===== config.mk =====
export PLATFORM = sky130hd
export DESIGN_NAME = four_channel_bridge_pwm_unit
export DESIGN_NICKNAME = d
export VERILOG_FILES = /design/src/pwm_unit_pkg.sv /design/src/four_channel_bridge_pwm_unit.sv /design/src/pwm_deadtime.sv
export SDC_FILE = /design/constraint.sdc
export NUM_CORES = 2
export LEC_CHECK = 0
export BUFFER_PORTS_ARGS = -buffer_cell sky130_fd_sc_hd__buf_2
export CAP_MARGIN = 20
export CORE_ASPECT_RATIO = 0.6
export CORE_MARGIN = 2
export CORE_UTILIZATION = 25
export CTS_CLUSTER_SIZE = 28
export DETAILED_ROUTE_END_ITERATION = 8
export PLACE_DENSITY = 0.38
export SYNTH_ARGS = -nofsm -noshare
export SYNTH_HDL_FRONTEND = slang
export SYNTH_SLANG_ARGS = --single-unit

===== constraint.sdc =====
create_clock -name ref_clk_i -period 10.8 [get_ports ref_clk_i]
set_input_delay 0.54 -clock ref_clk_i [delete_from_list [all_inputs] [get_ports ref_clk_i]]
set_output_delay 0.54 -clock ref_clk_i [all_outputs]
set_load 0.01 [all_outputs]

===== src/pwm_unit_pkg.sv =====
package pwm_unit_pkg;

   // ----------------------------------------------------------------
   // register indices, one per documented register
   // ----------------------------------------------------------------
   localparam int          IDX_W         = 6;
   localparam logic [5:0]  IDX_CFG       = 6'h24;  // configuration word
   localparam logic [5:0]  IDX_DUTY0     = 6'h25;  // first on-time reg
   localparam logic [5:0]  IDX_SHIFT0    = 6'h29;  // first shift reg
   localparam logic [5:0]  IDX_PULSE_AB  = 6'h2d;  // trigger positions
   localparam logic [5:0]  IDX_PULSE_LEN = 6'h2e;  // trigger length

   // ----------------------------------------------------------------
   // widths
   // ----------------------------------------------------------------
   localparam int CFG_W  = 64;  // configuration word width
   localparam int CNT_W  = 12;  // counter, on-time, shift width
   localparam int CHOP_W = 3;   // chopper mode field width
   localparam int ALN_W  = 2;   // alignment field width
   localparam int DT_W   = 8;   // dead-time field width
   localparam int DTC_W  = 9;   // dead time in own clock cycles
   localparam int PLEN_W = 8;   // trigger pulse length width
   localparam int NTRIG  = 5;   // trigger outputs

   // ----------------------------------------------------------------
   // field positions in the configuration word
   // ----------------------------------------------------------------
   localparam int CFG_MAX_LSB   = 0;
   localparam int CFG_CHOP_LSB  = 16;
   localparam int CFG_CHOP_STEP = 4;
   localparam int CFG_ALN_LSB   = 32;
   localparam int CFG_POL_LS    = 40;
   localparam int CFG_POL_HS    = 41;
   localparam int CFG_POL_TRIG  = 42;  // ab, b, center, a, zero upward
   localparam int CFG_BBM_LS    = 48;
   localparam int CFG_BBM_HS    = 56;
   localparam int POS_A_LSB     = 0;
   localparam int POS_B_LSB     = 16;

   // trigger bit order inside the trigger vector
   localparam int TRIG_AB     = 0;
   localparam int TRIG_B      = 1;
   localparam int TRIG_CENTER = 2;
   localparam int TRIG_A      = 3;
   localparam int TRIG_ZERO   = 4;

   // ----------------------------------------------------------------
   // timing: dead-time unit against our own clock period
   // ----------------------------------------------------------------
   localparam int DT_UNIT_NS    = 10;  // 100 MHz dead-time unit
   localparam int CLK_PERIOD_NS = 8;   // 125 MHz block clock

   // reset values
   localparam logic [CFG_W-1:0] CFG_RST = 64'h0;
   localparam logic [CNT_W-1:0] CNT_RST = 12'h000;

   // ----------------------------------------------------------------
   // modes
   // ----------------------------------------------------------------
   typedef enum logic [2:0] {
      CHOP_OFF      = 3'b000,  // both switches open
      CHOP_COMPL    = 3'b001,  // complementary high and low side
      CHOP_HS_ONLY  = 3'b010,  // high side chops, low side open
      CHOP_LS_ONLY  = 3'b011,  // low side chops, high side open
      CHOP_LS_BRAKE = 3'b100   // low side held on
   } chop_mode_e;

   typedef enum logic [1:0] {
      ALIGN_LEFT   = 2'b00,
      ALIGN_RIGHT  = 2'b01,
      ALIGN_CENTER = 2'b10,
      ALIGN_CTR2   = 2'b11
   } align_e;

endpackage

===== src/four_channel_bridge_pwm_unit.sv =====
// Operation
// - own 3-bit chopper mode per channel
// - one alignment setting for all channels
// - one polarity bit for all low sides
// - one polarity bit for all high sides
// - own polarity bit per trigger output
// - low side dead time in 100MHz cycles
// - high side dead time in 100MHz cycles
// - per channel 12-bit on-time sets duty
// - per channel shift offsets edges
// - pulses A and B at programmed positions
// - one common length for trigger pulses
module four_channel_bridge_pwm_unit
#(
   parameter int NCH = 4   // number of bridge channels
)(
   input  wire logic                      ref_clk_i,
   input  wire logic                      arst_n_i,
   input  wire logic                      fieldbus_wr_i,
   input  wire logic [pwm_unit_pkg::IDX_W-1:0] fieldbus_idx_i,
   input  wire logic [pwm_unit_pkg::CFG_W-1:0] fieldbus_wdata_i,
   input  wire logic                      local_host_data_port_wr_i,
   input  wire logic [pwm_unit_pkg::IDX_W-1:0] local_host_data_port_idx_i,
   input  wire logic [pwm_unit_pkg::CFG_W-1:0] local_host_data_port_wdata_i,
   output logic [NCH-1:0]                 pwm_hs_o,
   output logic [NCH-1:0]                 pwm_ls_o,
   output logic                           trig_ab_o,
   output logic                           trig_b_o,
   output logic                           trig_center_o,
   output logic                           trig_a_o,
   output logic                           trig_zero_o
);
   import pwm_unit_pkg::*;

   // ----------------------------------------------------------------
   // write port merge
   // ----------------------------------------------------------------
   logic             wr_en;    // any write this cycle
   logic [IDX_W-1:0] wr_idx;   // selected register index
   logic [CFG_W-1:0] wr_data;  // selected write data

   // fieldbus wins a same-cycle collision; the local write is lost
   assign wr_en   = fieldbus_wr_i | local_host_data_port_wr_i;
   assign wr_idx  = fieldbus_wr_i ? fieldbus_idx_i
                                  : local_host_data_port_idx_i;
   assign wr_data = fieldbus_wr_i ? fieldbus_wdata_i
                                  : local_host_data_port_wdata_i;

   // ----------------------------------------------------------------
   // write-only registers
   // ----------------------------------------------------------------
   logic [CFG_W-1:0]  cfg_reg;           // configuration word
   logic [CNT_W-1:0]  duty_reg  [NCH];   // on-time per channel
   logic [CNT_W-1:0]  shift_reg [NCH];   // counter shift per channel
   logic [CNT_W-1:0]  pos_a_reg;         // trigger A position
   logic [CNT_W-1:0]  pos_b_reg;         // trigger B position
   logic [PLEN_W-1:0] plen_reg;          // trigger pulse length

   always_ff @(posedge ref_clk_i or negedge arst_n_i)
   begin
      if (!arst_n_i)
      begin
         cfg_reg   <= CFG_RST;
         pos_a_reg <= CNT_RST;
         pos_b_reg <= CNT_RST;
         plen_reg  <= '0;
         for (int i = 0; i < NCH; i++)
         begin
            duty_reg[i]  <= CNT_RST;
            shift_reg[i] <= CNT_RST;
         end
      end
      else if (wr_en)
      begin
         if (wr_idx == IDX_CFG)
            cfg_reg <= wr_data;
         if (wr_idx == IDX_PULSE_AB)
         begin
            pos_a_reg <= wr_data[POS_A_LSB +: CNT_W];
            pos_b_reg <= wr_data[POS_B_LSB +: CNT_W];
         end
         if (wr_idx == IDX_PULSE_LEN)
            plen_reg <= wr_data[PLEN_W-1:0];
         // upper unused bits of narrow registers are dropped
         for (int i = 0; i < NCH; i++)
         begin
            if (wr_idx == IDX_DUTY0 + IDX_W'(i))
               duty_reg[i] <= wr_data[CNT_W-1:0];
            if (wr_idx == IDX_SHIFT0 + IDX_W'(i))
               shift_reg[i] <= wr_data[CNT_W-1:0];
         end
      end
   end

   // ----------------------------------------------------------------
   // configuration fields
   // ----------------------------------------------------------------
   logic [CNT_W-1:0] max_w;      // period end value
   align_e           align_w;    // common alignment
   logic [DTC_W-1:0] dt_ls_w;    // low side dead time, own cycles
   logic [DTC_W-1:0] dt_hs_w;    // high side dead time, own cycles
   logic [CNT_W-1:0] half_w;     // middle of the period

   // dead time is given in 10 ns units; round up to 8 ns cycles so
   // the gap is never shorter than programmed
   function automatic logic [DTC_W-1:0] dt_cycles(
      input logic [DT_W-1:0] n);
      logic [15:0] ns;
      ns = 16'(n) * 16'(DT_UNIT_NS);
      return DTC_W'((ns + 16'(CLK_PERIOD_NS - 1)) / 16'(CLK_PERIOD_NS));
   endfunction

   assign max_w   = cfg_reg[CFG_MAX_LSB +: CNT_W];
   assign align_w = align_e'(cfg_reg[CFG_ALN_LSB +: ALN_W]);
   assign dt_ls_w = dt_cycles(cfg_reg[CFG_BBM_LS +: DT_W]);
   assign dt_hs_w = dt_cycles(cfg_reg[CFG_BBM_HS +: DT_W]);
   assign half_w  = max_w >> 1;

   // ----------------------------------------------------------------
   // shared period counter
   // ----------------------------------------------------------------
   logic [CNT_W-1:0] cnt_reg;

   // >= rather than == so a lowered maximum still wraps at once
   always_ff @(posedge ref_clk_i or negedge arst_n_i)
   begin
      if (!arst_n_i)
         cnt_reg <= CNT_RST;
      else if (cnt_reg >= max_w)
         cnt_reg <= CNT_RST;
      else
         cnt_reg <= cnt_reg + CNT_W'(1);
   end

   // level of one channel for its aligned count
   function automatic logic pwm_level(
      input logic [CNT_W-1:0] pos,
      input logic [CNT_W-1:0] duty,
      input logic [CNT_W-1:0] top,
      input align_e           aln);
      logic [CNT_W-1:0] tri_v;
      tri_v = (pos <= (top >> 1)) ? pos : top - pos;
      case (aln)
         ALIGN_LEFT:  return pos < duty;
         ALIGN_RIGHT: return ({1'b0, pos} + {1'b0, duty}) > {1'b0, top};
         default:     return ({1'b0, tri_v} + {1'b0, duty >> 1})
                             > {1'b0, top >> 1};
      endcase
   endfunction

   // ----------------------------------------------------------------
   // channels
   // ----------------------------------------------------------------
   logic [CNT_W-1:0] aligned_w [NCH];  // shifted count per channel
   logic [NCH-1:0]   lvl_w;            // modulated level
   logic [NCH-1:0]   hs_req_w;         // high side request
   logic [NCH-1:0]   ls_req_w;         // low side request
   logic [NCH-1:0]   hs_dt_w;          // high side after dead time
   logic [NCH-1:0]   ls_dt_w;          // low side after dead time
   logic [NCH-1:0]   hs_out_reg;
   logic [NCH-1:0]   ls_out_reg;

   for (genvar c = 0; c < NCH; c++)
   begin : g_ch
      logic [CNT_W:0] sum_w;   // count plus shift, one bit wider
      chop_mode_e     mode_w;  // this channel's chopper mode

      // one subtraction only: a shift above the period is taken once
      assign sum_w = {1'b0, cnt_reg} + {1'b0, shift_reg[c]};
      assign aligned_w[c] = (sum_w > {1'b0, max_w})
                            ? CNT_W'(sum_w - {1'b0, max_w} - 13'h001)
                            : sum_w[CNT_W-1:0];
      assign lvl_w[c] = pwm_level(aligned_w[c], duty_reg[c],
                                  max_w, align_w);
      assign mode_w = chop_mode_e'(cfg_reg[CFG_CHOP_LSB
                      + CFG_CHOP_STEP*c +: CHOP_W]);
      assign hs_req_w[c] = lvl_w[c] & ((mode_w == CHOP_COMPL)
                           | (mode_w == CHOP_HS_ONLY));
      assign ls_req_w[c] = ((mode_w == CHOP_COMPL) & ~lvl_w[c])
                           | ((mode_w == CHOP_LS_ONLY) & lvl_w[c])
                           | (mode_w == CHOP_LS_BRAKE);

      pwm_deadtime #(
         .DW         (DTC_W)
      ) pwm_deadtime_inst (
         .ref_clk_i  (ref_clk_i),
         .arst_n_i   (arst_n_i),
         .hs_req_i   (hs_req_w[c]),
         .ls_req_i   (ls_req_w[c]),
         .hs_delay_i (dt_hs_w),
         .ls_delay_i (dt_ls_w),
         .hs_o       (hs_dt_w[c]),
         .ls_o       (ls_dt_w[c])
      );
   end

   // polarity applied last so dead time is measured on real levels
   always_ff @(posedge ref_clk_i or negedge arst_n_i)
   begin
      if (!arst_n_i)
      begin
         hs_out_reg <= '0;
         ls_out_reg <= '0;
      end
      else
      begin
         hs_out_reg <= hs_dt_w ^ {NCH{cfg_reg[CFG_POL_HS]}};
         ls_out_reg <= ls_dt_w ^ {NCH{cfg_reg[CFG_POL_LS]}};
      end
   end

   assign pwm_hs_o = hs_out_reg;
   assign pwm_ls_o = ls_out_reg;

   // ----------------------------------------------------------------
   // trigger pulses: zero, center, A, B
   // ----------------------------------------------------------------
   logic [3:0]        ev_w;               // zero, center, a, b events
   logic [PLEN_W-1:0] left_reg [4];       // remaining pulse cycles
   logic [PLEN_W-1:0] len_w;              // length, at least one
   logic [3:0]        act_w;              // stretched pulses
   logic [NTRIG-1:0]  trig_raw_w;
   logic [NTRIG-1:0]  trig_reg;

   assign ev_w  = {cnt_reg == pos_b_reg, cnt_reg == pos_a_reg,
                   cnt_reg == half_w, cnt_reg == CNT_RST};
   assign len_w = (plen_reg == '0) ? PLEN_W'(1) : plen_reg;

   // a new event restarts a running pulse
   always_ff @(posedge ref_clk_i or negedge arst_n_i)
   begin
      if (!arst_n_i)
      begin
         for (int k = 0; k < 4; k++)
            left_reg[k] <= '0;
      end
      else
      begin
         for (int k = 0; k < 4; k++)
            if (ev_w[k])
               left_reg[k] <= len_w;
            else if (left_reg[k] != '0)
               left_reg[k] <= left_reg[k] - PLEN_W'(1);
      end
   end

   for (genvar k = 0; k < 4; k++)
   begin : g_act
      assign act_w[k] = left_reg[k] != '0;
   end

   assign trig_raw_w[TRIG_ZERO]   = act_w[0];
   assign trig_raw_w[TRIG_CENTER] = act_w[1];
   assign trig_raw_w[TRIG_A]      = act_w[2];
   assign trig_raw_w[TRIG_B]      = act_w[3];
   assign trig_raw_w[TRIG_AB]     = act_w[2] | act_w[3];

   always_ff @(posedge ref_clk_i or negedge arst_n_i)
   begin
      if (!arst_n_i)
         trig_reg <= '0;
      else
         trig_reg <= trig_raw_w ^ cfg_reg[CFG_POL_TRIG +: NTRIG];
   end

   assign trig_ab_o     = trig_reg[TRIG_AB];
   assign trig_b_o      = trig_reg[TRIG_B];
   assign trig_center_o = trig_reg[TRIG_CENTER];
   assign trig_a_o      = trig_reg[TRIG_A];
   assign trig_zero_o   = trig_reg[TRIG_ZERO];
endmodule // four_channel_bridge_pwm_unit


===== src/pwm_deadtime.sv =====
// ---------------------------------------------------------------------
// break-before-make stage for one half bridge
// ---------------------------------------------------------------------
module pwm_deadtime
   import pwm_unit_pkg::*;
#(
   parameter int DW = pwm_unit_pkg::DTC_W   // delay counter width
)(
   input  wire logic          ref_clk_i,
   input  wire logic          arst_n_i,
   input  wire logic          hs_req_i,
   input  wire logic          ls_req_i,
   input  wire logic [DW-1:0] hs_delay_i,
   input  wire logic [DW-1:0] ls_delay_i,
   output logic               hs_o,
   output logic               ls_o
);

   logic [DW-1:0] hs_cnt_reg;   // cycles since high side may start
   logic [DW-1:0] ls_cnt_reg;   // cycles since low side may start
   logic          hs_reg;       // gated high side
   logic          ls_reg;       // gated low side
   logic          hs_next;
   logic          ls_next;

   // a side may close only when the other is open and was not asked
   assign hs_next = hs_req_i & ~ls_req_i & ~ls_reg
                    & (hs_cnt_reg >= hs_delay_i);
   assign ls_next = ls_req_i & ~hs_req_i & ~hs_reg
                    & (ls_cnt_reg >= ls_delay_i);

   // ----------------------------------------------------------------
   // delay counters restart while the opposite side conducts
   // ----------------------------------------------------------------
   always_ff @(posedge ref_clk_i or negedge arst_n_i)
   begin
      if (!arst_n_i)
      begin
         hs_cnt_reg <= '0;
         ls_cnt_reg <= '0;
      end
      else
      begin
         // saturate so a lowered delay still releases
         if (!hs_req_i || ls_reg)
            hs_cnt_reg <= '0;
         else if (hs_cnt_reg < hs_delay_i)
            hs_cnt_reg <= hs_cnt_reg + DW'(1);
         if (!ls_req_i || hs_reg)
            ls_cnt_reg <= '0;
         else if (ls_cnt_reg < ls_delay_i)
            ls_cnt_reg <= ls_cnt_reg + DW'(1);
      end
   end

   // outputs from flops so no glitch reaches the gate driver
   always_ff @(posedge ref_clk_i or negedge arst_n_i)
   begin
      if (!arst_n_i)
      begin
         hs_reg <= 1'b0;
         ls_reg <= 1'b0;
      end
      else
      begin
         hs_reg <= hs_next;
         ls_reg <= ls_next;
      end
   end

   assign hs_o = hs_reg;
   assign ls_o = ls_reg;
endmodule // pwm_deadtime


After elaboration in Yosys (flattened, before gate mapping)
Index checks and enable logic that the tools add are counted.

word-level totals
  bits in registers = 329
  input bits = 144
  output and inout port bits = 13
  logic and storage cells = 304

operators by class
  add/sub/neg operators = 39
  $mul = 2
  $lt $le $gt $ge = 37
  eq/ne operators = 31
  multiplexer cells = 40
  bitwise gates (word level) = 73
  reduce and logical (&&, ||, !) cells = 46

operator list
  operator               number
  $mux 9                 16
  $mux 12                9
  $add 12x12->13         8
  $gt 13x12->1           8
  $sub 12x12->12         8
  $add 9x1->9 const B    8
  $ge 9x9->1             8
  $lt 9x9->1             8
  $mux 8                 9
  $eq 6x6->1 const B     11
  $mux 64                1
  $add 12x11->13         4
  $gt 13x11->1           4
  $le 12x11->1           4
  $lt 12x12->1           4
  $sub 12x1->12 const B  4
  $and 1x1->1            36
  $reduce_bool 8->1      4
  $sub 8x1->8 const B    4
  $add 12x3->12 const B  2
  $eq 12x12->1           2
  $eq 3x2->1 const B     8
  $reduce_bool 2->1      12
  $mul 8x3->11 const B   2
  18 further kinds       84

Depth between registers and ports, before layout
  depth after elaboration = 17
  gate-level depth with buffers = 53
  depth with buffers taken out = 49

Hierarchy
From an unflattened synthesis, not the netlist that was laid out.

unflattened totals
  cells, all modules = 3770
  area, all modules = 31944.4 sq um

modules (own cells, without submodules)
  module                        instances  cells an instance  area an instance (sq um)  sequential area each (sq um)
  four_channel_bridge_pwm_unit  1          3154               26294.0                   5855.6
  pwm_deadtime                  4          154                1412.6                    500.5

Worst setup path after synthesis
OpenSTA, ideal clock, no wires.

  path type = register to register
  start point = register cnt_reg[0]
  end point = register g_ch[3].pwm_deadtime_inst.ls_cnt_reg[0]
  setup time = 0.144 ns
  arrival = 9.865 ns
  required time = 10.656 ns
  slack = 0.791 ns
  stages on the path, launching flop included = 46
  buffers on the path = 3
  clock period less this slack = 10.009 ns
  path through = dfrtp_1 > ha_1 > fa_1 > a211oi_1 > nor2_1 > o41ai_1 > o21ba_2 > o21ai_0 > xor2_1 > ha_1 > a21o_1 > a21oi_2 > or4b_1 > a31o_1 > a21oi_1 > clkbuf_1 > mux2i_1 > inv_1 > [... 10 more ...] > nor2_1 > a21oi_1 > ha_1 > a21o_1 > a31o_2 > a31o_2 > a21oi_1 > xnor2_1 > ha_1 > a21o_1 > a21o_1 > a2111oi_0 > o311a_1 > o21ai_0 > a211oi_1 > a2111oi_0 > a211oi_2 > nor3_1

between the ends
  longest elaborated chain between the ends = 16
  elaborated cells between the ends (all ways) = 23
  those cells by class = add/sub: 6; order compare: 5; mux: 4; bitwise: 5; reduce/logical: 3

ends and longest elaborated chain
  what                                                   line                                 source
  start: declaration                                     four_channel_bridge_pwm_unit.sv:122  logic [CNT_W-1:0] cnt_reg;
  start signal: assignment                               four_channel_bridge_pwm_unit.sv:132  cnt_reg <= cnt_reg + CNT_W'(1);
  $add 12x12->13 (*)                                     four_channel_bridge_pwm_unit.sv:169  assign sum_w = {1'b0, cnt_reg} + {1'b0, shift_reg[c]};
  $sub 12x12->12                                         four_channel_bridge_pwm_unit.sv:171  ? CNT_W'(sum_w - {1'b0, max_w} - 13'h001)
  $sub 12x1->12                                          four_channel_bridge_pwm_unit.sv:171
  $mux 12 (*)                                            four_channel_bridge_pwm_unit.sv:171
  $sub 12x12->12 / $le 12x11->1 (equally long branches)  four_channel_bridge_pwm_unit.sv:142  tri_v = (pos <= (top >> 1)) ? pos : top - pos;
  $mux 12                                                four_channel_bridge_pwm_unit.sv:142
  $add 12x11->13                                         four_channel_bridge_pwm_unit.sv:146  default: return ({1'b0, tri_v} + {1'b0, duty >> 1})
  $gt 13x11->1                                           four_channel_bridge_pwm_unit.sv:147  > {1'b0, top >> 1};
  $pmux 1 s2 (*)                                         four_channel_bridge_pwm_unit.sv:143  case (aln)
  $not 1->1                                              four_channel_bridge_pwm_unit.sv:179  assign ls_req_w[c] = ((mode_w == CHOP_COMPL) & ~lvl_w[c])
  $and 1x1->1                                            four_channel_bridge_pwm_unit.sv:179
  $or 1x1->1 (*)                                         four_channel_bridge_pwm_unit.sv:180  | ((mode_w == CHOP_LS_ONLY) & lvl_w[c])
  $or 1x1->1 (*)                                         four_channel_bridge_pwm_unit.sv:181  | (mode_w == CHOP_LS_BRAKE);
  $logic_not 1->1 (*)                                    pwm_deadtime.sv:49                   if (!ls_req_i || hs_reg)
  $logic_or 1x1->1 (*)                                   pwm_deadtime.sv:49
  $mux 9 / $reduce_bool 2->1 (equally long branches)     n/a
  end signal: assignment                                 pwm_deadtime.sv:52                   ls_cnt_reg <= ls_cnt_reg + DW'(1);
  end: declaration                                       pwm_deadtime.sv:20                   logic [DW-1:0] ls_cnt_reg;

Mark *: on every way between the ends. The rest lies on a longest branch, timed or not.
A chain may end at the register's enable or synchronous reset.

Worst setup path in the final report
  start point = register shift_reg[0] (netlist bit)
  end point = register g_ch[3].pwm_deadtime_inst.ls_cnt_reg[8]

between the ends
  longest elaborated chain between the ends = 16
  elaborated cells between the ends (all ways) = 23
  those cells by class = add/sub: 6; order compare: 5; mux: 4; bitwise: 5; reduce/logical: 3

ends and longest elaborated chain
  what                                                   line                                 source
  start: declaration                                     four_channel_bridge_pwm_unit.sv:54   logic [CNT_W-1:0] shift_reg [NCH];
  start signal: indexed assignment                       four_channel_bridge_pwm_unit.sv:90   shift_reg[i] <= wr_data[CNT_W-1:0];
  $add 12x12->13 (*)                                     four_channel_bridge_pwm_unit.sv:169
  $sub 12x12->12                                         four_channel_bridge_pwm_unit.sv:171
  $sub 12x1->12                                          four_channel_bridge_pwm_unit.sv:171
  $mux 12 (*)                                            four_channel_bridge_pwm_unit.sv:171
  $sub 12x12->12 / $le 12x11->1 (equally long branches)  four_channel_bridge_pwm_unit.sv:142
  $mux 12                                                four_channel_bridge_pwm_unit.sv:142
  $add 12x11->13                                         four_channel_bridge_pwm_unit.sv:146
  $gt 13x11->1                                           four_channel_bridge_pwm_unit.sv:147
  $pmux 1 s2 (*)                                         four_channel_bridge_pwm_unit.sv:143
  $not 1->1                                              four_channel_bridge_pwm_unit.sv:179
  $and 1x1->1                                            four_channel_bridge_pwm_unit.sv:179
  $or 1x1->1 (*)                                         four_channel_bridge_pwm_unit.sv:180
  $or 1x1->1 (*)                                         four_channel_bridge_pwm_unit.sv:181
  $logic_not 1->1 (*)                                    pwm_deadtime.sv:49
  $logic_or 1x1->1 (*)                                   pwm_deadtime.sv:49
  $mux 9 / $reduce_bool 2->1 (equally long branches)     n/a

Marked as above.

==> flow_summary.ini <==
[setup_path]
worstPathArrival_ns = 10.58
worstSetupPathType = flip-flop to flip-flop
path_max_fanout = 18
cp-start-kind = flip-flop
crit_path_frequent_cell = ha_1
r2r_slack_ns = 0.67
end_kind = flip-flop
required_ns = 11.25
crit_slowest_cell = or4b_1
rr_worst_depth = 45
cpPeakStageDelay_ns = 0.45

[logic_synthesis]
synth.distinct_cells = 87
synthesis.nets = 4479
syn_area_sq_um = 31700
synth_edf_count = 0
synth_flop_cell = dfrtp_1
synthArstFlopShare = 1.00
ys_seq_area_frac = 0.248
ys_seq_elements = 314
avgSynthCellArea_sq_um = 8.43
yosys_warnings = 0
syn_inst = 3759

[layout]
final_common_cell = ha_1
final_util = 0.292
mostFrequentLayoutCells = ha_1, nor2_1, a21oi_1
fin_nets = 4697
area_growth_pct = 16.3
largest_reg_flops = 49
drive_gt1_frac = 0.106
n_fill_cell = 13600

[timing]
slew_violations = 0
setup_viol = 0
tightest_slew_ns = 1.12
min_period_ns = 10.13
rsz0062_at_grt = yes
fin_crit_sh = 0.938
maxSlewHeadroom = 0.241
clock-skew-final_ns = 0.0323
fmax_mhz = 98.7
finalHoldViolations = 0

[cts]
worstSkewPairLatency_ns = 0.62
clk_pin_slew_ns = 0.06
cts_root_buf = clkbuf_16
cts_sinks = 314
clock_path_buffers = 3
cts_tree = yes
h-tree-depth = 2
cts_made_buffers = 39

[floorplan]
dieArea_sq_um = 130000
die_h_microns = 280
num_io_pins = 157
fp-row-count = 101
start_util = 0.251
fp.dieW_microns = 464
coreArea_sq_um = 126000

[detailed_routing]
wirelength_microns = 119000
wl_per_cell_microns = 20.9
dr.pass1.iters = 6
dr_total_vias = 27400
ant_nets = 0
remaining_drc_errors = 0
drtIter0Drc = 2094
via_per_inst = 4.80

[global_route]
antenna_found_initial = 15
grt_pass1_wl_microns = 175000
grt_max_degree = 93
grt_overflow_total = 0
grt_pass1_vias = 25700
grt.total_usage = 0.181

[placed_design]
gp_congestion = 0.833
portBuffers = 132
place_hpwl_microns = 91000

[run]
max_cap_violations = 0

[outcome]
status = finished clean

[hold_path]
hold_path_class = input port to flip-flop
hold_depth = 3
what timing repair did:
action	CTS	global route
cloned	0	0
buffers inserted	0	7
pin swaps	0	6
endpoints found under the setup margin	20	80
resized for setup	3	55
endpoints found under the hold margin	4	0
hold buffers	1	0
metrics by stage:
stage          hold WS [ns]  instance area (sq um)  setup TNS, ns  cells  setup slack [ns]
3_5_place_dp          0.463                  35200          -1.15   5627            -0.100
4_1_cts               0.238                  36600              0   5697            0.0132
3_3_place_gp          0.458                  35200              0   5627             0.115
2_1_floorplan         0.244                  31700              0   3759             0.791
6_report              0.273                  36900              0   5709             0.667
5_1_grt               0.267                  36800         -0.880   5705           -0.0894
kinds of logic (layout without fill, tap and decap cells):
family          count (synthesis)  in the layout  share of synthesized area
buf+inv                       357            603                     0.0426
fa+ha+maj                     576            576                      0.233
mux                            85             85                     0.0272
xor+xnor                      340            340                     0.0939
other cells                     0              5                          0
compound gates                994            994                      0.191
flops                         314            314                      0.248
simple gates                 1093           1093                      0.164
synthesized netlist by cell type (80+ instances only):
cell | number | area share
xnor2_1 | 177 | 0.049
xor2_1 | 163 | 0.045
nand2_1 | 269 | 0.032
nor2_1 | 338 | 0.040
nor3_1 | 89 | 0.014
inv_1 | 261 | 0.031
clkbuf_1 | 86 | 0.010
dfrtp_1 | 314 | 0.25
nand4_1 | 80 | 0.016
ha_1 | 554 | 0.22
a21oi_1 | 341 | 0.054
o21ai_0 | 272 | 0.043
a21o_1 | 85 | 0.020
worst max-delay path: cells and delay by family, from the launching register on:
family          cells  cell delay [ns]
compound gates     25             5.02
xor+xnor            2             0.41
fa+ha+maj           6             1.78
buf+inv             5             0.80
flops               1             0.40
mux                 2             0.53
simple gates        5             1.02
layer usage:
metal  share of wire  track usage  wire [microns]
met1            0.57        0.310           68200
met2            0.35        0.227           42000
met3           0.062       0.0268            7420
met4           0.014       0.0315            1700
met5               0            0               0
layout make-up:
type                    count  area (sq um)  share of cell area
multi-input cells        3088         22800               0.618
flip-flops and latches    314          7860               0.213
well taps                1699          2130              0.0577
repair buffers            271          1760              0.0478
clock buffers              57          1160              0.0314
inverters                 263           987              0.0268
clock inverters            12           180             0.00489
diodes                      5          12.5            0.000339
final timing paths:
kind                                                           end                             start
min in group asynchronous  g_ch[0].pwm_deadtime_inst.ls_cnt_reg[3]                          arst_n_i
hold reg to reg                                        trig_reg[0]                       cfg_reg[42]
setup reg to reg           g_ch[3].pwm_deadtime_inst.ls_cnt_reg[8]                      shift_reg[0]
hold / removal                                         cfg_reg[51]  local_host_data_port_wdata_i[51]
max in group asynchronous                            shift_reg[26]                          arst_n_i
setup / recovery           g_ch[3].pwm_deadtime_inst.ls_cnt_reg[8]                      shift_reg[0]
Power is left out: the tool's default activity adds up to more than one toggle a clock period on the data nets, which glitch-free logic cannot reach.
